**src/pcb_cfg_pkg.sv**
```systemverilog
// Constants for the two-function card bridge configuration header
package pcb_cfg_pkg;
  localparam int unsigned NUM_FUNC = 2;
  localparam int unsigned HDR_BYTES = 256;
  localparam int unsigned IDX_W = 6;
  // Register offsets (byte addresses)
  localparam logic [7:0] OFF_MAKER_CODE = 8'h00;
  localparam logic [7:0] OFF_BUS_IF_CONTROL = 8'h04;
  localparam logic [7:0] OFF_SILICON_REVISION = 8'h08;
  localparam logic [7:0] OFF_LINE_SIZE_HINT = 8'h0c;
  localparam logic [7:0] OFF_SOCKET_WINDOW_BASE = 8'h10;
  localparam logic [7:0] OFF_FIRST_CAP_LINK = 8'h14;
  localparam logic [7:0] OFF_UPSTREAM_BUS_NUM = 8'h18;
  localparam logic [7:0] OFF_MEM_WINDOW0_LOW = 8'h1c;
  localparam logic [7:0] OFF_MEM_WINDOW0_HIGH = 8'h20;
  localparam logic [7:0] OFF_MEM_WINDOW1_LOW = 8'h24;
  localparam logic [7:0] OFF_MEM_WINDOW1_HIGH = 8'h28;
  localparam logic [7:0] OFF_IO_WINDOW1_LOW = 8'h34;
  localparam logic [7:0] OFF_IO_WINDOW1_HIGH = 8'h38;
  localparam logic [7:0] OFF_IRQ_ROUTE_NUMBER = 8'h3c;
  localparam logic [7:0] OFF_BOARD_MAKER_CODE = 8'h40;
  localparam logic [7:0] OFF_LEGACY_CARD_BASE = 8'h44;
  localparam logic [7:0] OFF_DEVICE_SETUP = 8'h80;
  localparam logic [7:0] OFF_PIN_FUNC_ROUTING = 8'h8c;
  localparam logic [7:0] OFF_RETRY_FLAGS = 8'h90;
  localparam logic [7:0] OFF_CAPABILITY_TAG = 8'ha0;
  localparam logic [7:0] OFF_POWER_STATE_CTRL = 8'ha4;
  localparam logic [7:0] OFF_WAKE_EVENT_FLAGS = 8'ha8;
  localparam logic [7:0] OFF_AUX_PIN_INPUTS = 8'hac;
  localparam logic [7:0] OFF_TWO_WIRE_BYTE = 8'hb0;
  // Field positions
  localparam int unsigned WAKE_EN_BIT = 8;
  localparam int unsigned WAKE_STAT_BIT = 15;
  localparam int unsigned KICK_BIT = 0;
  // Read-only contents and register reset value
  localparam logic [7:0] CAP_TAG_VAL = 8'h01;
  localparam logic [7:0] CAP_NEXT_VAL = 8'h00;
  localparam logic [15:0] POWER_CAPS_VAL = 16'h0002;
  localparam logic [7:0] IRQ_PIN_F0 = 8'h01;
  localparam logic [7:0] IRQ_PIN_F1 = 8'h02;
  localparam logic [31:0] RESET_VAL = 32'h0000_0000;
endpackage

```
**src/pcb_cfg_bank.sv**
```systemverilog
// Configuration register bank of a two-function card bridge
// Summary of operation
// RL1: Each function owns its own 256-byte header reached by configuration cycles.
// RL2: Two functions, 0 and 1, each with bridge-type header and own copies.
// RL3: Device-global bits exist only in function 0; function 1 does not map them.
// RL4: Writable fields hold whatever value the host writes.
// RL5: Set-type fields go to 1 on a written 1; written 0 does nothing.
// RL6: Clear-type fields go to 0 on a written 1; written 0 does nothing.
// RL7: Update-type fields change from hardware without any host write.
// RL8: Cold-boot reset returns every register to default regardless of wake enable.
// RL9: Suspend blocks cold-boot reset so register contents are kept.
// RL10: Reserved offsets read zero and ignore writes, access still completes.
`timescale 1ns/1ps
`default_nettype none
module pcb_cfg_bank #(
  parameter logic [15:0] MAKER_CODE = 16'h1234, // Arbitrary value
  parameter logic [15:0] PART_CODE = 16'h5678, // Arbitrary value
  parameter logic [7:0] SILICON_REVISION = 8'h01, // Arbitrary value
  parameter logic [23:0] FUNCTION_CLASS = 24'h000000,
  parameter logic [7:0] HEADER_LAYOUT = 8'h82
) (
  input wire logic ref_clk_i,
  input wire logic rst_n_i,
  input wire logic cold_boot_reset_in_n_i,
  input wire logic host_bus_reset_in_n_i,
  input wire logic suspend_i,
  input wire logic cfg_req_i,
  input wire logic cfg_we_i,
  input wire logic cfg_func_i,
  input wire logic [7:0] cfg_addr_i,
  input wire logic [3:0] cfg_be_i,
  input wire logic [31:0] cfg_wdata_i,
  output logic [31:0] cfg_rdata_o,
  output logic cfg_ack_o,
  input wire logic [15:0] status_evt_f0_i,
  input wire logic [15:0] status_evt_f1_i,
  input wire logic [1:0] pme_evt_i,
  input wire logic [15:0] wake_evt_i,
  input wire logic [15:0] aux_in_i,
  input wire logic kick_done_i,
  output logic [15:0] cmd_f0_o,
  output logic [15:0] cmd_f1_o,
  output logic [31:0] setup_o,
  output logic [15:0] aux_out_o,
  output logic kick_o,
  output logic wake_request_o
);

  localparam int unsigned NF = pcb_cfg_pkg::NUM_FUNC;
  localparam int unsigned NW = pcb_cfg_pkg::HDR_BYTES / 4;

  if (NF != 2 || NW != (1 << pcb_cfg_pkg::IDX_W)) begin : g_bad_geometry
    $error("pcb_cfg_bank: header geometry not supported");
  end

  typedef enum {MK_RW, MK_W1C, MK_W1S, MK_COLD, MK_CTX} pcb_mask_t;

  function automatic logic [5:0] ix(input logic [7:0] off);
    ix = off[7:2];
  endfunction

  // Per-word field masks; zero everywhere reserved, and for globals in function 1
  function automatic logic [31:0] fmask(input pcb_mask_t k, input logic f, input logic [5:0] i);
    logic [31:0] rw, c, s, cold, ctx;
    rw = 32'h0;
    c = 32'h0;
    s = 32'h0;
    cold = 32'h0;
    ctx = 32'h0;
    case (i)
      ix(pcb_cfg_pkg::OFF_BUS_IF_CONTROL): begin
        rw = 32'h0000_0167;
        c = 32'hf900_0000;
        cold = 32'hf900_0000;
      end
      ix(pcb_cfg_pkg::OFF_LINE_SIZE_HINT): rw = 32'h0000_ffff;
      ix(pcb_cfg_pkg::OFF_SOCKET_WINDOW_BASE): rw = 32'hffff_f000;
      ix(pcb_cfg_pkg::OFF_FIRST_CAP_LINK): begin
        c = 32'hf900_0000;
        cold = 32'hf900_0000;
      end
      ix(pcb_cfg_pkg::OFF_UPSTREAM_BUS_NUM): rw = 32'hffff_ffff;
      ix(pcb_cfg_pkg::OFF_MEM_WINDOW0_LOW), ix(pcb_cfg_pkg::OFF_MEM_WINDOW0_HIGH),
      ix(pcb_cfg_pkg::OFF_MEM_WINDOW1_LOW), ix(pcb_cfg_pkg::OFF_MEM_WINDOW1_HIGH):
        rw = 32'hffff_f000;
      ix(pcb_cfg_pkg::OFF_IO_WINDOW1_LOW), ix(pcb_cfg_pkg::OFF_IO_WINDOW1_HIGH):
        rw = 32'hffff_fffc;
      ix(pcb_cfg_pkg::OFF_IRQ_ROUTE_NUMBER): begin
        rw = 32'h07ff_00ff;
        ctx = 32'h0040_0000;
      end
      ix(pcb_cfg_pkg::OFF_BOARD_MAKER_CODE): begin
        rw = 32'hffff_ffff;
        cold = 32'hffff_ffff;
      end
      ix(pcb_cfg_pkg::OFF_LEGACY_CARD_BASE): begin
        rw = 32'hffff_fffe;
        cold = 32'hffff_fffe;
      end
      ix(pcb_cfg_pkg::OFF_POWER_STATE_CTRL): begin
        rw = 32'h0000_0103;
        c = 32'h0000_8000;
        ctx = 32'h0000_8100;
      end
      ix(pcb_cfg_pkg::OFF_DEVICE_SETUP): if (!f) begin // see RL3
        rw = 32'hefff_ef7e;
        s = 32'h0000_0001;
        cold = 32'hefff_e87f;
        ctx = 32'h0000_0700;
      end
      ix(pcb_cfg_pkg::OFF_PIN_FUNC_ROUTING): if (!f) begin // see RL3
        rw = 32'h0fff_ffff;
        cold = 32'h0fff_ffff;
      end
      ix(pcb_cfg_pkg::OFF_RETRY_FLAGS): if (!f) begin // see RL3
        rw = 32'hffff_ff00;
        c = 32'h0000_00ea;
        cold = 32'hffff_ffea;
      end
      ix(pcb_cfg_pkg::OFF_WAKE_EVENT_FLAGS): if (!f) begin // see RL3
        rw = 32'hffff_0000;
        c = 32'h0000_ffff;
        cold = 32'hc91f_c000;
      end
      ix(pcb_cfg_pkg::OFF_AUX_PIN_INPUTS): if (!f) begin // see RL3
        rw = 32'hffff_0000;
        cold = 32'h001f_0000;
      end
      ix(pcb_cfg_pkg::OFF_TWO_WIRE_BYTE): if (!f) begin // see RL3
        rw = 32'h00ff_ffff;
        cold = 32'h00ff_ffff;
      end
      default: rw = 32'h0; // see RL10
    endcase
    case (k)
      MK_RW: fmask = rw;
      MK_W1C: fmask = c;
      MK_W1S: fmask = s;
      MK_COLD: fmask = cold;
      MK_CTX: fmask = ctx;
      default: fmask = 32'h0;
    endcase
  endfunction

  // Fixed read-only content of each word
  function automatic logic [31:0] roval(input logic f, input logic [5:0] i);
    case (i)
      ix(pcb_cfg_pkg::OFF_MAKER_CODE): roval = {PART_CODE, MAKER_CODE};
      ix(pcb_cfg_pkg::OFF_SILICON_REVISION): roval = {FUNCTION_CLASS, SILICON_REVISION};
      ix(pcb_cfg_pkg::OFF_LINE_SIZE_HINT): roval = {8'h00, HEADER_LAYOUT, 16'h0000};
      ix(pcb_cfg_pkg::OFF_FIRST_CAP_LINK): roval = {24'h0, pcb_cfg_pkg::OFF_CAPABILITY_TAG};
      ix(pcb_cfg_pkg::OFF_IRQ_ROUTE_NUMBER):
        roval = {16'h0, (f ? pcb_cfg_pkg::IRQ_PIN_F1 : pcb_cfg_pkg::IRQ_PIN_F0), 8'h00};
      ix(pcb_cfg_pkg::OFF_CAPABILITY_TAG):
        roval = {pcb_cfg_pkg::POWER_CAPS_VAL, pcb_cfg_pkg::CAP_NEXT_VAL, pcb_cfg_pkg::CAP_TAG_VAL};
      default: roval = 32'h0;
    endcase
  endfunction

  // Each function keeps its own copy; unused bits are constant and trim away
  logic [31:0] word_reg [NF][NW]; // see RL1 see RL2
  logic [31:0] rdata_next;
  logic cold_act;
  logic host_act;
  logic [5:0] req_idx;
  logic [31:0] be_mask;

  // Suspend holds off the cold-boot reset so state survives power-down entry
  assign cold_act = !cold_boot_reset_in_n_i && !suspend_i; // see RL9
  assign host_act = !host_bus_reset_in_n_i;
  assign req_idx = cfg_addr_i[7:2];
  assign be_mask = {{8{cfg_be_i[3]}}, {8{cfg_be_i[2]}}, {8{cfg_be_i[1]}}, {8{cfg_be_i[0]}}};

  always_ff @(posedge ref_clk_i or negedge rst_n_i) begin
    logic [31:0] v;
    logic [31:0] keep;
    logic [31:0] wm;
    logic pme_en;
    if (!rst_n_i) begin
      for (int f = 0; f < NF; f++) begin
        for (int i = 0; i < NW; i++) begin
          word_reg[f][i] <= pcb_cfg_pkg::RESET_VAL;
        end
      end
    end else begin
      for (int f = 0; f < NF; f++) begin
        for (int i = 0; i < NW; i++) begin
          v = word_reg[f][i];
          wm = cfg_wdata_i & be_mask;
          // Power words are per function; only the global setup word follows function 0
          pme_en = word_reg[f][ix(pcb_cfg_pkg::OFF_POWER_STATE_CTRL)][pcb_cfg_pkg::WAKE_EN_BIT];
          if (i == int'(ix(pcb_cfg_pkg::OFF_DEVICE_SETUP))) begin
            pme_en = word_reg[0][ix(pcb_cfg_pkg::OFF_POWER_STATE_CTRL)][pcb_cfg_pkg::WAKE_EN_BIT];
          end
          keep = fmask(MK_COLD, f[0], i[5:0]) | (pme_en ? fmask(MK_CTX, f[0], i[5:0]) : 32'h0);
          if (cold_act) begin
            v = pcb_cfg_pkg::RESET_VAL; // see RL8
          end else if (host_act) begin
            v = v & keep;
          end else begin
            if (f == 0 && i == int'(ix(pcb_cfg_pkg::OFF_DEVICE_SETUP)) && kick_done_i) begin
              v[pcb_cfg_pkg::KICK_BIT] = 1'b0;
            end
            if (cfg_req_i && cfg_we_i && cfg_func_i == f[0] && req_idx == i[5:0]) begin
              v = (v & ~(be_mask & fmask(MK_RW, f[0], i[5:0])))
                | (wm & fmask(MK_RW, f[0], i[5:0])); // see RL4
              v = v & ~(wm & fmask(MK_W1C, f[0], i[5:0])); // see RL6
              v = v | (wm & fmask(MK_W1S, f[0], i[5:0])); // see RL5
            end
            // Hardware sets come last so an event beats a same-cycle clear
            if (i == int'(ix(pcb_cfg_pkg::OFF_BUS_IF_CONTROL))) begin
              v = v | ({(f == 0 ? status_evt_f0_i : status_evt_f1_i), 16'h0}
                & fmask(MK_W1C, f[0], i[5:0])); // see RL7
            end
            if (i == int'(ix(pcb_cfg_pkg::OFF_POWER_STATE_CTRL)) && pme_evt_i[f]) begin
              v[pcb_cfg_pkg::WAKE_STAT_BIT] = 1'b1; // see RL7
            end
            if (f == 0 && i == int'(ix(pcb_cfg_pkg::OFF_WAKE_EVENT_FLAGS))) begin
              v = v | {16'h0, wake_evt_i}; // see RL7
            end
          end
          word_reg[f][i] <= v;
        end
      end
    end
  end

  always_comb begin
    rdata_next = roval(cfg_func_i, req_idx)
      | (word_reg[cfg_func_i][req_idx] & (fmask(MK_RW, cfg_func_i, req_idx)
      | fmask(MK_W1C, cfg_func_i, req_idx) | fmask(MK_W1S, cfg_func_i, req_idx)));
    if (!cfg_func_i && req_idx == ix(pcb_cfg_pkg::OFF_AUX_PIN_INPUTS)) begin
      rdata_next = rdata_next | {16'h0, aux_in_i}; // see RL7
    end
  end

  // Every access, reserved or not, is answered one cycle later
  always_ff @(posedge ref_clk_i or negedge rst_n_i) begin
    if (!rst_n_i) begin
      cfg_ack_o <= 1'b0;
      cfg_rdata_o <= 32'h0;
    end else begin
      cfg_ack_o <= cfg_req_i; // see RL10
      if (cfg_req_i && !cfg_we_i) begin
        cfg_rdata_o <= rdata_next;
      end
    end
  end

  always_ff @(posedge ref_clk_i or negedge rst_n_i) begin
    logic [31:0] pm0, pm1, wk;
    if (!rst_n_i) begin
      wake_request_o <= 1'b0;
    end else begin
      pm0 = word_reg[0][ix(pcb_cfg_pkg::OFF_POWER_STATE_CTRL)];
      pm1 = word_reg[1][ix(pcb_cfg_pkg::OFF_POWER_STATE_CTRL)];
      wk = word_reg[0][ix(pcb_cfg_pkg::OFF_WAKE_EVENT_FLAGS)];
      wake_request_o <= (pm0[pcb_cfg_pkg::WAKE_STAT_BIT] && pm0[pcb_cfg_pkg::WAKE_EN_BIT])
        || (pm1[pcb_cfg_pkg::WAKE_STAT_BIT] && pm1[pcb_cfg_pkg::WAKE_EN_BIT])
        || (|(wk[15:0] & wk[31:16]));
    end
  end

  assign cmd_f0_o = word_reg[0][ix(pcb_cfg_pkg::OFF_BUS_IF_CONTROL)][15:0];
  assign cmd_f1_o = word_reg[1][ix(pcb_cfg_pkg::OFF_BUS_IF_CONTROL)][15:0];
  assign setup_o = word_reg[0][ix(pcb_cfg_pkg::OFF_DEVICE_SETUP)];
  assign kick_o = word_reg[0][ix(pcb_cfg_pkg::OFF_DEVICE_SETUP)][pcb_cfg_pkg::KICK_BIT];
  assign aux_out_o = word_reg[0][ix(pcb_cfg_pkg::OFF_AUX_PIN_INPUTS)][31:16];

endmodule
`default_nettype wire

```
**config.mk**
```make
export PLATFORM = sky130hd
export DESIGN_NAME = pcb_cfg_bank
export DESIGN_NICKNAME = d
export VERILOG_FILES = /design/src/pcb_cfg_pkg.sv /design/src/pcb_cfg_bank.sv
export SDC_FILE = /design/constraint.sdc
export NUM_CORES = 2
export LEC_CHECK = 0
export BUFFER_PORTS_ARGS = -buffer_cell sky130_fd_sc_hd__buf_2
export CAP_MARGIN = 10
export CORE_MARGIN = 2
export CORE_UTILIZATION = 25
export CTS_BUF_LIST = sky130_fd_sc_hd__clkbuf_8
export CTS_CLUSTER_SIZE = 10
export DETAILED_ROUTE_END_ITERATION = 8
export GPL_TIMING_DRIVEN = 0
export PLACE_DENSITY = 0.43
export SLEW_MARGIN = 10
export SYNTH_ARGS = -nofsm -noshare
export SYNTH_HDL_FRONTEND = slang
export SYNTH_SLANG_ARGS = --single-unit
```
**constraint.sdc**
```tcl
create_clock -name ref_clk_i -period 1.7 [get_ports ref_clk_i]
set_clock_uncertainty 0.1 [all_clocks]
set_input_delay 0.17 -clock ref_clk_i [delete_from_list [all_inputs] [get_ports ref_clk_i]]
set_output_delay 0.17 -clock ref_clk_i [all_outputs]
set_load 0.02 [all_outputs]
```
==> flow_summary.toml <==
[synth]
ys_ff_latch = 816
synth_compound_area_share_pct = 16.48
synth_edf_count = 0
yosys.area_share.simple_pct = 15.99
ys_seq_area_share_pct = 49.68
synth_xor_xnor_area_share_pct = 0
netlist_instances = 4387
synth_top_family_by_area = "compound AO/OA/AOI/OAI gates"
postSynth.asyncResetShare_pct = 100.0
synth.area.mux_share_pct = 12.07
yosys.area_share.adder_pct = 0
netlist_area_um2 = 41100
yosys_warnings = 0
synth.distinct_cells = 81
syn_area_per_cell_um2 = 9.369
synth_top_flop_cell = "dfrtp_1"

[placed_design]
hpwl_um = 199900
dp_cells = 6775
io_buffers = 180
place_congestion = 1.028

[setup_path]
required_ns = 2.40
critPathKind = "reg2reg"
cp-start-kind = "flip-flop"
crit_path_max_fanout = 2
crit_arrival_ns = 2.80
endpoint_kind = "flip-flop"

[global_route]
grt_pass1_vias = 40150
grtUsageMet1_pct = 41.83
grtUsageMet3_pct = 10.07
grt_start_max_net_pins = 137
busiest_layer = "met2"
grt_usage_pct = 32.43
antenna_found_initial = 32
grt_pass1_wl_um = 368700
grt_overflow = 0
use_met2_pct = 46.34

[clock_tree]
clkLatencyLatePin_ns = 0.96
path_clk_slew_ns = 0.06
clk_path_buf_depth = 3
htreeDepth = 4
cts_root_buf = "clkbuf_8"
cts_tree = "done"
numCtsBuffers = 159
clock_sinks = 816

[sta]
slew_headroom_pct = 11.79
layout_setup_ws_ns = -0.4013
timing.final.crit_share_pct = 123.6
hold_viol_final = 416
fmax_mhz = 475.9
rsz0062_at_grt = "yes"
finalMaxSlewViolations = 0
setup_viol = 169
fin_hold_ws_ns = -0.9755
min_period_ns = 2.101
tightest_slew_ns = 1.323

[drt]
drt_wl_total_um = 280100
drtPass1Iterations = 8
drtIter0Drc = 7007
drc_errors = 0
post_drt_wl_per_cell_um = 38.22
antenna_left = 0
vias_per_cell = 5.839
vias = 42790

[die]
core_um2 = 163000
ios = 234
die_area_um2 = 167700
start_util_pct = 25.22
die_w_um = 409.5
die_y_um = 409.5
rows = 148

[cells_and_area]
area_growth_pct = 31.91
drive_gt1_share_pct = 24.68
final_cells = 7329
nets = 5139
largest_reg_flops = 725
final_util_pct = 33.27

[power_and_ir_drop]
max-vdd-ir-drop_uv = 747.8
p_leak_nw = 23.43
p_total_mw = 47.97
power_density_nw_per_um2 = 884.8

[min_path]
holdCritPathClass = "in2async"

[status]
status = "finished, violations left"
violations = "negative hold slack, negative setup slack"

[run]
cap_viol_max_count = 0
[worst paths after layout]
check                                    start               to  slack (ns)  cells after the start
min in group ref_clk_i           cfg_addr_i[6]   cfg_rdata_o[1]       -0.34                      4
worst max register to register  word_reg[1484]  cfg_rdata_o[12]       -0.40                      4
worst min-delay path                   rst_n_i   word_reg[3527]       -0.98                      1
max in group asynchronous              rst_n_i     aux_out_o[4]        0.48                      4
worst min register to register  word_reg[2671]   word_reg[2671]        0.38                      2
worst max-delay path            word_reg[1484]  cfg_rdata_o[12]       -0.40                      4
[through the flow]
| stage | instance area [um2] | setup TNS, ns | worst slack [ns] |
|---|---|---|---|
| detailed placement | 45490 | -1527.06 | -2.590 |
| finish | 54210 | -20.19 | -0.4013 |
| floorplan | 41590 | -3.889 | -0.07700 |
| global placement | 45210 | - | -19.24 |
| CTS | 53310 | -26.43 | -0.3672 |
| global route | 54180 | -20.79 | -0.4208 |
[cells in the final DEF, fill, tap and decap left out, types with 16 or more instances in the layout]
master / n
dfrtp_2: 54
o21ai_1: 41
a22o_1: 32
a31oi_1: 24
clkbuf_8: 191
clkbuf_1: 106
nand3_1: 316
mux2_2: 34
inv_1: 72
nand2_1: 774
buf_4: 149
conb_1: 23
dfrtp_1: 762
clkbuf_4: 41
clkbuf_2: 76
a221oi_2: 21
diode_2: 17
o21ai_0: 275
buf_6: 183
o21ai_2: 16
mux4_2: 52
a21oi_1: 493
dlygate4sd3_1: 145
buf_8: 16
o22ai_1: 35
a22oi_1: 18
nor2_1: 258
nor2_4: 23
buf_12: 30
a221oi_1: 26
a21boi_0: 18
buf_2: 124
mux2i_1: 301
[kinds of logic after synthesis]
| family | Yosys count |
|---|---|
| other | 1 |
| multiplexers | 425 |
| flip-flops | 816 |
| buffers and inverters | 464 |
| AND/OR/NAND/NOR | 1524 |
| AO/OA/AOI/OAI | 1157 |
[critical path: stages, from the launching register on]
cell	delay (ns)
dfrtp_1	0.40
mux4_2	0.50
a221o_1	0.49
a311oi_2	0.32
a31oi_1	0.13
[synth_stat cells (39+ instances only)]
master    count  area share [%]
nor2_1      279             2.5
a21oi_1     507             6.2
a221oi_1     57             1.2
buf_4       117             2.1
nand3_1     335             4.1
buf_2        72            0.88
mux2_2       46             1.3
o21ai_0     313             3.8
clkbuf_1    231             2.1
mux2i_1     327             8.0
o22ai_1      39            0.59
dfrtp_1     816              50
nand2_1     791             7.2
mux4_2       52             2.8
[per-layer routing]
metal  vias to the layer above  part of all wire, %
met3                       867                   11
met1                     21940                   39
met5                         -                0.084
met4                        18                  7.7
li1                      16780                    -
met2                      3195                   42
[power breakdown]
group / switching, mW / internal (mW)
registers: 0.548 / 19.9
clock network: 9.89 / 10.3
logic: 5.49 / 1.90
total: 15.9 / 32.0
[area by class of cell]
class | instances | area (um2)
Tap cell | 2175 | 2721
Clock buffer | 189 | 2601
Sequential cell | 816 | 20490
Fill cell | 16990 | 108700
Timing Repair Buffer | 461 | 4327
Inverter | 10 | 41.29
Antenna cell | 17 | 42.54
Clock inverter | 89 | 465.4
Buffer | 443 | 3347
Multi-Input combinational cell | 3129 | 20180
[timing repair]
action                                  4_1_cts  5_1_grt
endpoints found under the setup margin      889      912
pin swaps                                    60       63
gates resized for setup                     719      184
endpoints found under the hold margin       685      205
hold buffers                                147        2
gates cloned                                  0        2
setup buffers                                89       37
Power figures use the tool's default switching activity.
